### src/shared/ctt_defs.svh
// register offsets, field positions and reset values of the timer block
`ifndef CTT_DEFS_SVH
`define CTT_DEFS_SVH
// per-timer window: timer n at n * CTT_TMR_STRIDE
`define CTT_TMR_STRIDE   8'h10
`define CTT_OFF_COUNT    4'h0
`define CTT_OFF_PERIOD   4'h4
`define CTT_OFF_CTRL     4'h8
`define CTT_OFF_PRESCALE 4'hC
`define CTT_OFF_ROUTE    8'h30
// control fields
`define CTT_CTRL_STOP    0
`define CTT_CTRL_RELOAD  1
`define CTT_CTRL_IRQ_EN  2
`define CTT_CTRL_FLAG    3
// route register field
`define CTT_ROUTE_T1_EN  0
// reset values and response codes
`define CTT_RST_PERIOD   32'hFFFFFFFF
`define CTT_RST_PRESCALE 16'h0000
`define CTT_RST_CTRL     4'h0
`define CTT_RESP_OKAY    2'h0
`define CTT_RESP_SLVERR  2'h2
`endif

### src/shared/ctt_pkg.sv
// types shared by the timer block
package ctt_pkg;
  typedef logic [31:0] ctt_word_type;
  typedef logic [1:0]  ctt_resp_type;
  typedef enum logic [1:0] {CTT_W_IDLE, CTT_W_RESP} ctt_wstate_type;
endpackage

### src/rtl/ctt_timer_triple.sv
// three down-counting timers with prescalers behind an AXI4-Lite slave
// Notes on behaviour
// RULE1: three identical timers, 32-bit counter and presettable period each.
// RULE2: 16-bit prescaler; count steps at clock rate over prescale value.
// RULE3: counter counts down, raises its interrupt on reaching zero.
// RULE4: on zero the counter reloads from the period automatically.
// RULE5: timer 2 interrupt drives cpu interrupt line fourteen.
// RULE6: timer 1 interrupt reaches line thirteen only when routed.
// RULE7: timer 0 interrupt feeds the peripheral interrupt expander.
// RULE8: registers reachable with 16-bit and 32-bit writes via strobes.
// RULE9: software avoids unmapped offsets; they answer with an error.
// RULE10: one request per zero event; reload on the same tick.
// RULE11: defined reset values; period write used at next reload.
`timescale 1ns/10ps
`include "ctt_defs.svh"
module ctt_timer_triple
#(
  parameter int NUM_TIMERS = 3
)
(
  // clock and reset
  input  wire logic                  aclk,
  input  wire logic                  aresetn,
  // axi4-lite write
  input  wire logic [7:0]            s_axi_awaddr,
  input  wire logic                  s_axi_awvalid,
  output      logic                  s_axi_awready,
  input  wire ctt_pkg::ctt_word_type s_axi_wdata,
  input  wire logic [3:0]            s_axi_wstrb,
  input  wire logic                  s_axi_wvalid,
  output      logic                  s_axi_wready,
  output      ctt_pkg::ctt_resp_type s_axi_bresp,
  output      logic                  s_axi_bvalid,
  input  wire logic                  s_axi_bready,
  // axi4-lite read
  input  wire logic [7:0]            s_axi_araddr,
  input  wire logic                  s_axi_arvalid,
  output      logic                  s_axi_arready,
  output      ctt_pkg::ctt_word_type s_axi_rdata,
  output      ctt_pkg::ctt_resp_type s_axi_rresp,
  output      logic                  s_axi_rvalid,
  input  wire logic                  s_axi_rready,
  // interrupt lines
  output      logic                  peripheral_interrupt_expander,
  output      logic                  cpu_irq_line_thirteen,
  output      logic                  cpu_irq_line_fourteen
);
  import ctt_pkg::*;

  // timer state
  logic [31:0]    count_q [NUM_TIMERS],    count_d [NUM_TIMERS];
  logic [31:0]    period_q [NUM_TIMERS],   period_d [NUM_TIMERS];
  logic [15:0]    prescale_q [NUM_TIMERS], prescale_d [NUM_TIMERS];
  logic [15:0]    pre_cnt_q [NUM_TIMERS],  pre_cnt_d [NUM_TIMERS];
  logic [3:0]     ctrl_q [NUM_TIMERS],     ctrl_d [NUM_TIMERS];
  logic           route_q,                 route_d;
  logic [2:0]     irq_q,                   irq_d;

  // bus state
  ctt_wstate_type wstate_q,                wstate_d;
  logic           aw_hold_q,               aw_hold_d;
  logic           w_hold_q,                w_hold_d;
  logic [7:0]     awaddr_q,                awaddr_d;
  ctt_word_type   wdata_q,                 wdata_d;
  logic [3:0]     wstrb_q,                 wstrb_d;
  ctt_resp_type   bresp_q,                 bresp_d;
  logic           rvalid_q,                rvalid_d;
  ctt_word_type   rdata_q,                 rdata_d;
  ctt_resp_type   rresp_q,                 rresp_d;

  logic           do_write;
  logic [31:0]    wmask;

  // merges strobed bytes into a word
  function automatic logic [31:0] merge(input logic [31:0] old,
                                        input logic [31:0] nw,
                                        input logic [31:0] m);
    merge = (old & ~m) | (nw & m);
  endfunction

  assign do_write = (wstate_q == CTT_W_IDLE) && aw_hold_q && w_hold_q;
  assign wmask    = {{8{wstrb_q[3]}}, {8{wstrb_q[2]}},
                     {8{wstrb_q[1]}}, {8{wstrb_q[0]}}}; // RULE8

  // timer counting and register writes
  always_comb
  begin
    logic [NUM_TIMERS-1:0] zero_ev;
    logic [1:0]            t;
    logic                  sel;
    zero_ev = '0;
    t = 2'(awaddr_q[5:4]);
    sel = do_write && (awaddr_q[7:6] == 2'h0) && (t < 2'(NUM_TIMERS));
    route_d = route_q;
    for (int i = 0; i < NUM_TIMERS; i++)
    begin
      count_d[i]    = count_q[i];
      period_d[i]   = period_q[i];
      prescale_d[i] = prescale_q[i];
      pre_cnt_d[i]  = pre_cnt_q[i];
      ctrl_d[i]     = ctrl_q[i];
      irq_d[i]      = 1'b0;
      if (!ctrl_q[i][`CTT_CTRL_STOP])
      begin
        // prescaler of 0 or 1 ticks every clock
        if (pre_cnt_q[i] == 16'h0000) // RULE2
        begin
          pre_cnt_d[i] = (prescale_q[i] == 16'h0000) ? 16'h0000
                         : prescale_q[i] - 16'h0001; // RULE2
          zero_ev[i] = (count_q[i] <= 32'h00000001);
          if (zero_ev[i])
          begin
            count_d[i] = period_q[i]; // RULE4 RULE10 RULE11
            ctrl_d[i][`CTT_CTRL_FLAG] = 1'b1; // RULE3
            irq_d[i] = ctrl_q[i][`CTT_CTRL_IRQ_EN]; // RULE3 RULE10
          end
          else
            count_d[i] = count_q[i] - 32'h00000001; // RULE3
        end
        else
          pre_cnt_d[i] = pre_cnt_q[i] - 16'h0001;
      end
    end
    if (sel)
    begin
      case (awaddr_q[3:0])
        `CTT_OFF_PERIOD:
          period_d[t] = merge(period_q[t], wdata_q, wmask); // RULE1
        `CTT_OFF_PRESCALE:
          prescale_d[t] = 16'(merge({16'h0000, prescale_q[t]}, wdata_q,
                                    wmask));
        `CTT_OFF_CTRL:
          if (wstrb_q[0])
          begin
            ctrl_d[t][2:0] = wdata_q[2:0];
            // write one clears the flag, a fresh zero event wins
            if (wdata_q[`CTT_CTRL_FLAG] && !zero_ev[t])
              ctrl_d[t][`CTT_CTRL_FLAG] = 1'b0;
            if (wdata_q[`CTT_CTRL_RELOAD])
            begin
              count_d[t]   = period_d[t]; // RULE1
              pre_cnt_d[t] = prescale_q[t];
            end
            ctrl_d[t][`CTT_CTRL_RELOAD] = 1'b0;
          end
        default: ;
      endcase
    end
    else if (do_write && awaddr_q == `CTT_OFF_ROUTE && wstrb_q[0])
      route_d = wdata_q[`CTT_ROUTE_T1_EN]; // RULE6
  end

  // axi write channel
  always_comb
  begin
    logic ok;
    ok = (awaddr_q[1:0] == 2'h0) &&
         ((awaddr_q[7:6] == 2'h0 && awaddr_q[5:4] < 2'(NUM_TIMERS))
          || awaddr_q == `CTT_OFF_ROUTE);
    wstate_d  = wstate_q;
    aw_hold_d = aw_hold_q;
    w_hold_d  = w_hold_q;
    awaddr_d  = awaddr_q;
    wdata_d   = wdata_q;
    wstrb_d   = wstrb_q;
    bresp_d   = bresp_q;
    if (s_axi_awvalid && !aw_hold_q && wstate_q == CTT_W_IDLE)
    begin
      aw_hold_d = 1'b1;
      awaddr_d  = s_axi_awaddr;
    end
    if (s_axi_wvalid && !w_hold_q && wstate_q == CTT_W_IDLE)
    begin
      w_hold_d = 1'b1;
      wdata_d  = s_axi_wdata;
      wstrb_d  = s_axi_wstrb;
    end
    case (wstate_q)
      CTT_W_IDLE:
        if (do_write)
        begin
          bresp_d   = ok ? `CTT_RESP_OKAY : `CTT_RESP_SLVERR; // RULE9
          wstate_d  = CTT_W_RESP;
          aw_hold_d = 1'b0;
          w_hold_d  = 1'b0;
        end
      CTT_W_RESP:
        if (s_axi_bready)
          wstate_d = CTT_W_IDLE;
      default:
        wstate_d = CTT_W_IDLE;
    endcase
  end

  // axi read channel
  always_comb
  begin
    logic [1:0] t;
    t = 2'(s_axi_araddr[5:4]);
    rvalid_d = rvalid_q;
    rdata_d  = rdata_q;
    rresp_d  = rresp_q;
    if (rvalid_q && s_axi_rready)
      rvalid_d = 1'b0;
    else if (!rvalid_q && s_axi_arvalid)
    begin
      rvalid_d = 1'b1;
      rdata_d  = 32'h00000000;
      rresp_d  = `CTT_RESP_OKAY;
      if (s_axi_araddr[1:0] != 2'h0)
        rresp_d = `CTT_RESP_SLVERR; // RULE9
      else if (s_axi_araddr[7:6] == 2'h0 && t < 2'(NUM_TIMERS))
      begin
        case (s_axi_araddr[3:0])
          `CTT_OFF_COUNT:    rdata_d = count_q[t];
          `CTT_OFF_PERIOD:   rdata_d = period_q[t];
          `CTT_OFF_CTRL:     rdata_d = {28'h0000000, ctrl_q[t]};
          `CTT_OFF_PRESCALE: rdata_d = {16'h0000, prescale_q[t]};
          default:           rresp_d = `CTT_RESP_SLVERR;
        endcase
      end
      else if (s_axi_araddr == `CTT_OFF_ROUTE)
        rdata_d = {31'h00000000, route_q};
      else
        rresp_d = `CTT_RESP_SLVERR; // RULE9
    end
  end

  always_ff @(posedge aclk)
  begin
    if (!aresetn)
    begin
      count_q    <= '{default: `CTT_RST_PERIOD}; // RULE11
      period_q   <= '{default: `CTT_RST_PERIOD}; // RULE11
      prescale_q <= '{default: `CTT_RST_PRESCALE}; // RULE11
      pre_cnt_q  <= '{default: `CTT_RST_PRESCALE};
      ctrl_q     <= '{default: `CTT_RST_CTRL};
      route_q   <= 1'b0;
      irq_q     <= 3'h0;
      wstate_q  <= CTT_W_IDLE;
      aw_hold_q <= 1'b0;
      w_hold_q  <= 1'b0;
      awaddr_q  <= 8'h00;
      wdata_q   <= 32'h00000000;
      wstrb_q   <= 4'h0;
      bresp_q   <= `CTT_RESP_OKAY;
      rvalid_q  <= 1'b0;
      rdata_q   <= 32'h00000000;
      rresp_q   <= `CTT_RESP_OKAY;
      peripheral_interrupt_expander <= 1'b0;
      cpu_irq_line_thirteen <= 1'b0;
      cpu_irq_line_fourteen <= 1'b0;
      s_axi_awready <= 1'b0;
      s_axi_wready  <= 1'b0;
      s_axi_bvalid  <= 1'b0;
      s_axi_arready <= 1'b1;
    end
    else
    begin
      count_q    <= count_d;
      period_q   <= period_d;
      prescale_q <= prescale_d;
      pre_cnt_q  <= pre_cnt_d;
      ctrl_q     <= ctrl_d;
      route_q    <= route_d;
      irq_q      <= irq_d;
      wstate_q   <= wstate_d;
      aw_hold_q  <= aw_hold_d;
      w_hold_q   <= w_hold_d;
      awaddr_q   <= awaddr_d;
      wdata_q    <= wdata_d;
      wstrb_q    <= wstrb_d;
      bresp_q    <= bresp_d;
      rvalid_q   <= rvalid_d;
      rdata_q    <= rdata_d;
      rresp_q    <= rresp_d;
      peripheral_interrupt_expander <= irq_q[0]; // RULE7
      cpu_irq_line_thirteen <= irq_q[1] & route_q; // RULE6
      cpu_irq_line_fourteen <= irq_q[2]; // RULE5
      s_axi_awready <= s_axi_awvalid && !aw_hold_q && !s_axi_awready
                       && wstate_q == CTT_W_IDLE;
      s_axi_wready  <= s_axi_wvalid && !w_hold_q && !s_axi_wready
                       && wstate_q == CTT_W_IDLE;
      s_axi_bvalid  <= (wstate_d == CTT_W_RESP);
      s_axi_arready <= !rvalid_d;
    end
  end

  assign s_axi_bresp   = bresp_q;
  assign s_axi_rvalid  = rvalid_q;
  assign s_axi_rdata   = rdata_q;
  assign s_axi_rresp   = rresp_q;
endmodule

### config.mk
export PLATFORM = sky130hd
export DESIGN_NAME = ctt_timer_triple
export DESIGN_NICKNAME = d
export VERILOG_FILES = /design/src/shared/ctt_pkg.sv /design/src/rtl/ctt_timer_triple.sv
export VERILOG_INCLUDE_DIRS = /design/src /design/src/shared
export SDC_FILE = /design/constraint.sdc
export NUM_CORES = 1
export LEC_CHECK = 0
export ABC_AREA = 1
export BUFFER_PORTS_ARGS = -buffer_cell sky130_fd_sc_hd__buf_2
export CAP_MARGIN = 20
export CORE_MARGIN = 2
export CORE_UTILIZATION = 30
export CTS_CLUSTER_DIAMETER = 30
export DETAILED_ROUTE_END_ITERATION = 6
export PLACE_DENSITY = 0.48
export RECOVER_POWER = 50
export SETUP_SLACK_MARGIN = 0.5
export SLEW_MARGIN = 20
export SYNTH_ARGS = -nofsm -noshare
export SYNTH_HDL_FRONTEND = slang
export SYNTH_SLANG_ARGS = --single-unit
export TNS_END_PERCENT = 5
### constraint.sdc
create_clock -name aclk -period 1.9 [get_ports aclk]
set_clock_uncertainty 0.2 [all_clocks]
set_input_delay 0.285 -clock aclk [delete_from_list [all_inputs] [get_ports aclk]]
set_output_delay 0.285 -clock aclk [all_outputs]
set_load 0.005 [all_outputs]
==> results of run 1 <==
==> power by group through the flow <==
| stage | Combinational, uW | Clock, uW | Sequential, uW |
|---|---|---|---|
| finish | 20500 | 23000 | 10400 |
| global route | 22400 | 23700 | 10500 |
| CTS | 18000 | 23200 | 10300 |
| detailed placement | 16400 | 0 | 10300 |
| global placement | 16500 | 0 | 10300 |
| floorplan | 9250 | 0 | 10400 |
==> what timing repair did <==
action	CTS	global route
setup endpoints to repair	427	435
buffers inserted	28	43
endpoints found under the hold margin	187	0
cloned	11	18
pin swaps	86	133
resized for setup	450	474
hold buffers	52	0
==> per-layer routing <==
layer / up-vias / global-route usage / share of wire
met5: - / 0 / 0.00015
met4: 2 / 0.0785 / 0.028
met3: 225 / 0.0593 / 0.093
met2: 1477 / 0.415 / 0.41
met1: 15100 / 0.441 / 0.47
li1: 15600 / - / -
==> cell families after synthesis <==
| kind of cell | share of synthesized area |
|---|---|
| flip-flops | 0.313 |
| AND/OR/NAND/NOR | 0.347 |
| buffers and inverters | 0.102 |
| adder cells (fa/ha/maj) | 0.00646 |
| XOR/XNOR | 0.0306 |
| other | 0.000149 |
| multiplexers | 0.000795 |
| AO/OA/AOI/OAI | 0.200 |
==> state kept, by name, indices dropped and copies added, names as in the netlist, 2 cells and up <==
register	cells
ctrl_q	12
count_q	96
pre_cnt_q	48
s_axi_rdata	32
wstrb_q	4
prescale_q	48
awaddr_q	8
period_q	96
wdata_q	32
wstate_q	2
irq_q	3
==> stage by stage <==
step	area, um^2	total power [uW]
CTS	39800	51400
finish	41900	53900
floorplan	25400	19700
detailed placement	32900	26700
global placement	32900	26800
global route	41900	56600
==> critical path: stages, from the launching register on <==
cell and delay (ns):
dfxtp_2 0.33, inv_2 0.07, ha_4 0.15, buf_6 0.10
nand3_4 0.07, nor2_4 0.14, nand3_4 0.11, nor2_4 0.17
buf_4 0.14, nand4_1 0.19, nand2_1 0.12, nor2_1 0.05
buf_4 0.14, a21oi_1 0.11
==> worst min-delay path by stage <==
stage / from / endpoint / slack [ns]
2_1_floorplan: irq_q[2] / cpu_irq_line_fourteen / 0.19
3_3_place_gp: irq_q[0] / peripheral_interrupt_expander / 0.21
3_5_place_dp: s_axi_awready / s_axi_awready / 0.21
4_1_cts: s_axi_araddr[1] / s_axi_rdata[20] / -0.006
5_1_grt: s_axi_araddr[1] / s_axi_rdata[20] / 0.04
6_report: aresetn / count_q[69] / 0.02
==> final cells by class <==
type,count,area (um^2)
inverter,422,1660
fill,8327,41500
clock inverter,64,1030
multi-input combinational,3146,16900
tap,1080,1350
sequential,394,7970
timing repair buffer,1025,9340
clock buffer,174,3670
==> cells in the final DEF, fill, tap and decap left out, types with 74 or more instances in the layout <==
master,count
inv_1,355
xor2_1,80
buf_4,705
nor2_2,74
a21oi_1,315
nand3_1,262
o21ai_0,259
buf_6,93
clkbuf_16,145
nand2_2,82
nor2_1,375
o21ai_1,134
nand2_1,1048
dfxtp_1,331
==> out/qor.yml, run 1 <==
ir_worst_vdd_mv: 0.850
layout_setup_ws_ns: -0.278
rrSetupSlack_ns: -0.28
cts_buffers: 131
async_flop_share: 0
ys_seq_area_frac: 0.313
antenna_found_initial: 3
drt_pass1_iterations: 6
wl_um: 132000
die_area_um2: 86300
start_util: 0.302
critPathRequiredTime_ns: 2.35
cts_sinks: 394
p_sw_uw: 18800
placedCellCount: 5915
critPathKind: "reg2reg"
coreArea_um2: 83400
final_cells: 6305
die_h_um: 294
synth.most_common_cell: "nand2_1"
ant_nets: 0
clkTransAtPathRegs_ns: 0.05
p_sw_frac: 0.348
wl_per_cell_um: 21.0
synth_warnings: 0
hold_depth: 5
clock.fmax_ghz: 0.459
min_period_over_period: 1.15
numPortBuffers: 100
fin_crit_ns: 2.18
synth_edf_count: 0
rsz0062_at_grt: "true"
cts_root_buf: "clkbuf_16"
cts_buffer_depth: 3
min_path_type: "in2reg"
cts_htree_levels: 4
clock_latency_ns: 0.74
cp-start-kind: "register"
clkPwrFrac: 0.427
final_layout_size_suffix_gt1_frac: 0.341
track_usage: 0.293
syn_area_um2: 25200
cts_tree: "done"
setup_viol: 290
sequentialPowerShare: 0.193
synth_cell_type_count: 50
grt_pass1_vias: 29800
die_x_um: 294
p_leak_uw: 0.0197
drc: 0
combinationalPowerShare: 0.380
reg2reg_from: "pre_cnt_q[0]"
whs_ns: 0.0185
crit_start: "pre_cnt_q[0]"
fin_setup_tns_ns: -30.58
synth_seq_cells: 394
violations: "negative setup slack"
internal_power_uw: 35100
grt_max_degree: 61
status: "complete, but fails checks"
worstMarginPinSlew_ns: 0.784
dp_hpwl_um: 98200
ys_top_cells_by_area: "dfxtp_1, nand2_1, o21ai_0"
final_nets: 5192
grt_pass1_wl_um: 190000
areaGrowthSynthToFinish_pct: 66.5
maxSlewHeadroom: 0.477
drt_iter0_markers: 3400
antenna_cells: 0
r2r_end: "ctrl_q[3]"
hold_violations: 0
synth_commonest_cells: "nand2_1, nor2_1, o21ai_0"
gp_congestion: 0.991
reg2reg_depth: 13
ios: 103
num_vias: 32400
power_density_nw_per_um2: 1280
cp-endpoint: "ctrl_q[3]"
avgSynthCellArea_um2: 6.03
synth.top_cell.area_share: 0.313
synth_top_area_cell: "dfxtp_1"
cp-end-kind: "register"
routed_via_density: 5.14
drv_cap: 0
gr-total-overflow: 0
rows: 106
dp_slack_ns: -0.458
maxSlewViolCount: 0
fin_util: 0.503
synth_cells: 4178
yosys_most_used_dff: "dfxtp_1"
crit_fanout: 3
crit_arrival_ns: 2.63
(Power assumes the default switching activity.)
==> inputs of run 2 (changes only) <==
Settings changed: ABC_AREA 1 to not set, PLACE_DENSITY 0.48 to not set, PLACE_DENSITY_LB_ADDON set to 0.05.
==> run 2 against run 1 <==
Compared with the run above:
- the run still ends with negative setup slack left
- power fell by 20%
- non-clock buffer count up 66
- area after synthesis is 8.0% lower
- die area is 7.9% lower
==> out/qor.yml, run 2 <==
status: "complete, but fails checks"  # unchanged
violations: "negative setup slack"  # unchanged
cp-start-kind: "register"  # unchanged
synth.most_common_cell: "nand2_1"  # unchanged
synth_warnings: 0  # unchanged
internal_power_uw: 30100  # was 35,100 uW
cp-end-kind: "register"  # unchanged
cts_htree_levels: 4  # unchanged
crit_arrival_ns: 3.38  # was 2.63 ns
cts_root_buf: "clkbuf_16"  # unchanged
drv_cap: 0  # unchanged
wl_per_cell_um: 25.3  # was 21.0 um
reg.largest.list: "count_q (96), period_q (96)"  # unchanged
gp_congestion: 0.979  # was 0.991
combinationalPowerShare: 0.289  # was 0.380
drc: 0  # unchanged
synth_commonest_cells: "nand2_1, dfxtp_1, a21oi_1"  # was nand2_1, nor2_1, o21ai_0
cts_buffers: 132  # was 131
crit_fanout: 3  # unchanged
ant_nets: 0  # unchanged
wl_um: 129000  # was 132,000 um
die_x_um: 282  # was 294 um
path_cells: "or4_4 -> or4_4 -> buf_6 -> or4_4 -> and4b_2 -> or3_1 -> o221ai_2"  # was inv_2 -> ha_4 -> buf_6 -> nand3_4 -> nor2_4 -> nand3_4 -> nor2_4 -> buf_4 -> nand4_1 -> nand2_1 -> nor2_1 -> buf_4 -> a21oi_1
crit_top_cell: "or4_4"
p_sw_uw: 13200  # was 18,800 uW
critPathRequiredTime_ns: 2.32  # was 2.35 ns
layout_setup_ws_ns: -1.06  # was -0.278 ns
rsz0062_at_grt: "true"  # unchanged
start_util: 0.304  # was 0.302
drt_pass1_iterations: 6  # unchanged
synth_cell_type_count: 90  # was 50
ys_top_cells_by_area: "dfxtp_1, mux2i_1, nand2_1"  # was dfxtp_1, nand2_1, o21ai_0
wl_met1_um: 62000  # was 62,300 um
cts_hold_buf: 52  # unchanged
avgSynthCellArea_um2: 7.75  # was 6.03 um^2
coreArea_um2: 76200  # was 83,400 um^2
crit_path_max_incr_delay_ns: 0.54  # was 0.33 ns
final_layout_size_suffix_gt1_frac: 0.407  # was 0.341
sequentialPowerShare: 0.214  # was 0.193
min_path_type: "in2reg"  # unchanged
synth.top_cell.area_share: 0.340  # was 0.313
die_h_um: 282  # was 294 um
fin_setup_tns_ns: -146.07  # was -30.58 ns
cpMaxStageDelayCell: "or4_4"  # was dfxtp_2
dp_slack_ns: -1.28  # was -0.458 ns
ys_seq_area_frac: 0.340  # was 0.313
wl_met3_um: 10900  # was 12,300 um
track_usage: 0.321  # was 0.293
areaGrowthSynthToFinish_pct: 68.2  # was 66.5%
grt_max_degree: 65  # was 61
power_density_nw_per_um2: 1110  # was 1280 nW/um^2
rows: 101  # was 106
critPathKind: "reg2reg"  # unchanged
dr_wl_met2_um: 51800  # was 54,000 um
ios: 103  # unchanged
async_flop_share: 0  # unchanged
gr-total-overflow: 0  # unchanged
clkPwrFrac: 0.498  # was 0.427
synth_seq_cells: 394  # unchanged
clock.fmax_ghz: 0.338  # was 0.459 GHz
synth_cells: 2992  # was 4,178
routed_via_density: 5.61  # was 5.14
p_sw_frac: 0.305  # was 0.348
grt_pass1_vias: 27600  # was 29.8k
fin_crit_ns: 2.96  # was 2.18 ns
num_vias: 28700  # was 32.4k
layout_commonest_cell: "buf_4"  # was nand2_1
yosys_most_used_dff: "dfxtp_1"  # unchanged
p_leak_uw: 0.0164  # was 0.0197 uW
rrSetupSlack_ns: -1.06  # was -0.28 ns
worstMarginPinSlew_ns: 1.19  # was 0.784 ns
synth_top_area_cell: "dfxtp_1"  # unchanged
syn_area_um2: 23200  # was 25,200 um^2
dp_hpwl_um: 101000  # was 98,200 um
die_area_um2: 79500  # was 86,300 um^2
whs_ns: 0.00634  # was 0.0185 ns
final_nets: 4047  # was 5,192
fin_util: 0.512  # was 0.503
min_period_over_period: 1.56  # was 1.15
cts_buffer_depth: 3  # unchanged
drt_iter0_markers: 2707  # was 3,400
clock_latency_ns: 0.71  # was 0.74 ns
synth_edf_count: 0  # unchanged
mostFrequentLayoutCells: "buf_4, nand2_1, dfxtp_1"  # was nand2_1, buf_4, nor2_1
highest_layer: "met4"  # was met5
clkTransAtPathRegs_ns: 0.04  # was 0.05 ns
placed_area_um2: 31700  # was 32,900 um^2
final_area_um2: 39000  # was 41,900 um^2
grt_pass1_wl_um: 187000  # was 190,000 um
antenna_found_initial: 4  # was 3
hold_violations: 0  # unchanged
setup_viol: 306  # was 290
maxSlewViolCount: 0  # unchanged
cts_sinks: 394  # unchanged
numPortBuffers: 100  # unchanged
cts_tree: "done"  # unchanged
ir_worst_vdd_mv: 1.02  # was 0.850 mV
maxSlewHeadroom: 0.207  # was 0.477
-- run 2: power groups by stage --
stage	clock network, uW	logic, uW	registers (uW)
floorplan	0	4980	9470
global placement	0	10700	9320
detailed placement	0	10800	9340
CTS	21800	11800	9230
global route	22300	13400	9300
finish	21600	12500	9250
-- run 2: path summary, 6_finish.rpt --
path                       from            end  cells after the start
setup reg to reg    count_q[90]    count_q[81]                      7
hold / removal          aresetn    period_q[4]                      4
setup / recovery    count_q[90]    count_q[81]                      7
hold reg to reg   s_axi_awready  s_axi_awready                      1
-- run 2: layer usage --
layer,GRT usage,vias to the layer above
met4,0.118,0
li1,-,13200
met3,0.0660,226
met2,0.443,1232
met5,0,-
met1,0.481,14000
-- run 2: final cells by class --
class	instances	area (um^2)
Timing Repair Buffer	1091	9000
Multi-Input combinational cell	2297	16100
Antenna cell	1	2.50
Fill cell	7380	37200
Inverter	59	224
Clock inverter	48	656
Clock buffer	189	3830
Sequential cell	394	7930
Tap cell	1030	1290
-- run 2: cell families (layout without fill, tap and decap cells) --
logic type	after synthesis	in the layout	synth area share
adders and majority gates	13	13	0.00702
muxes	185	185	0.0819
buffers and inverters	303	1387	0.0518
other	1	4	0.000162
DFF	394	394	0.340
and+or+nand+nor	1101	1101	0.228
xor gates and xnor gates	53	53	0.0200
AOI/OAI and AO/OA	942	942	0.271
-- run 2: critical path: cells and delay by family, from the launching register on --
family	cells	cell delay (ns)
buffers and inverters	1	0.14
AND/OR/NAND/NOR	5	2.06
AO/OA/AOI/OAI	1	0.17
flip-flops	1	0.30
-- run 2: stage by stage --
step,power [uW],cells
after floorplan,14500,2994
after global placement,20100,4812
after detailed placement,20100,4812
after CTS,42800,5104
after global routing,45000,5109
final,43300,5109
-- run 2: repair_timing --
item | in CTS | in global routing
gates resized for setup | 363 | 220
pin swaps | 116 | 94
setup endpoints to repair | 429 | 433
endpoints found under the hold margin | 108 | 2
buffers inserted | 3 | 4
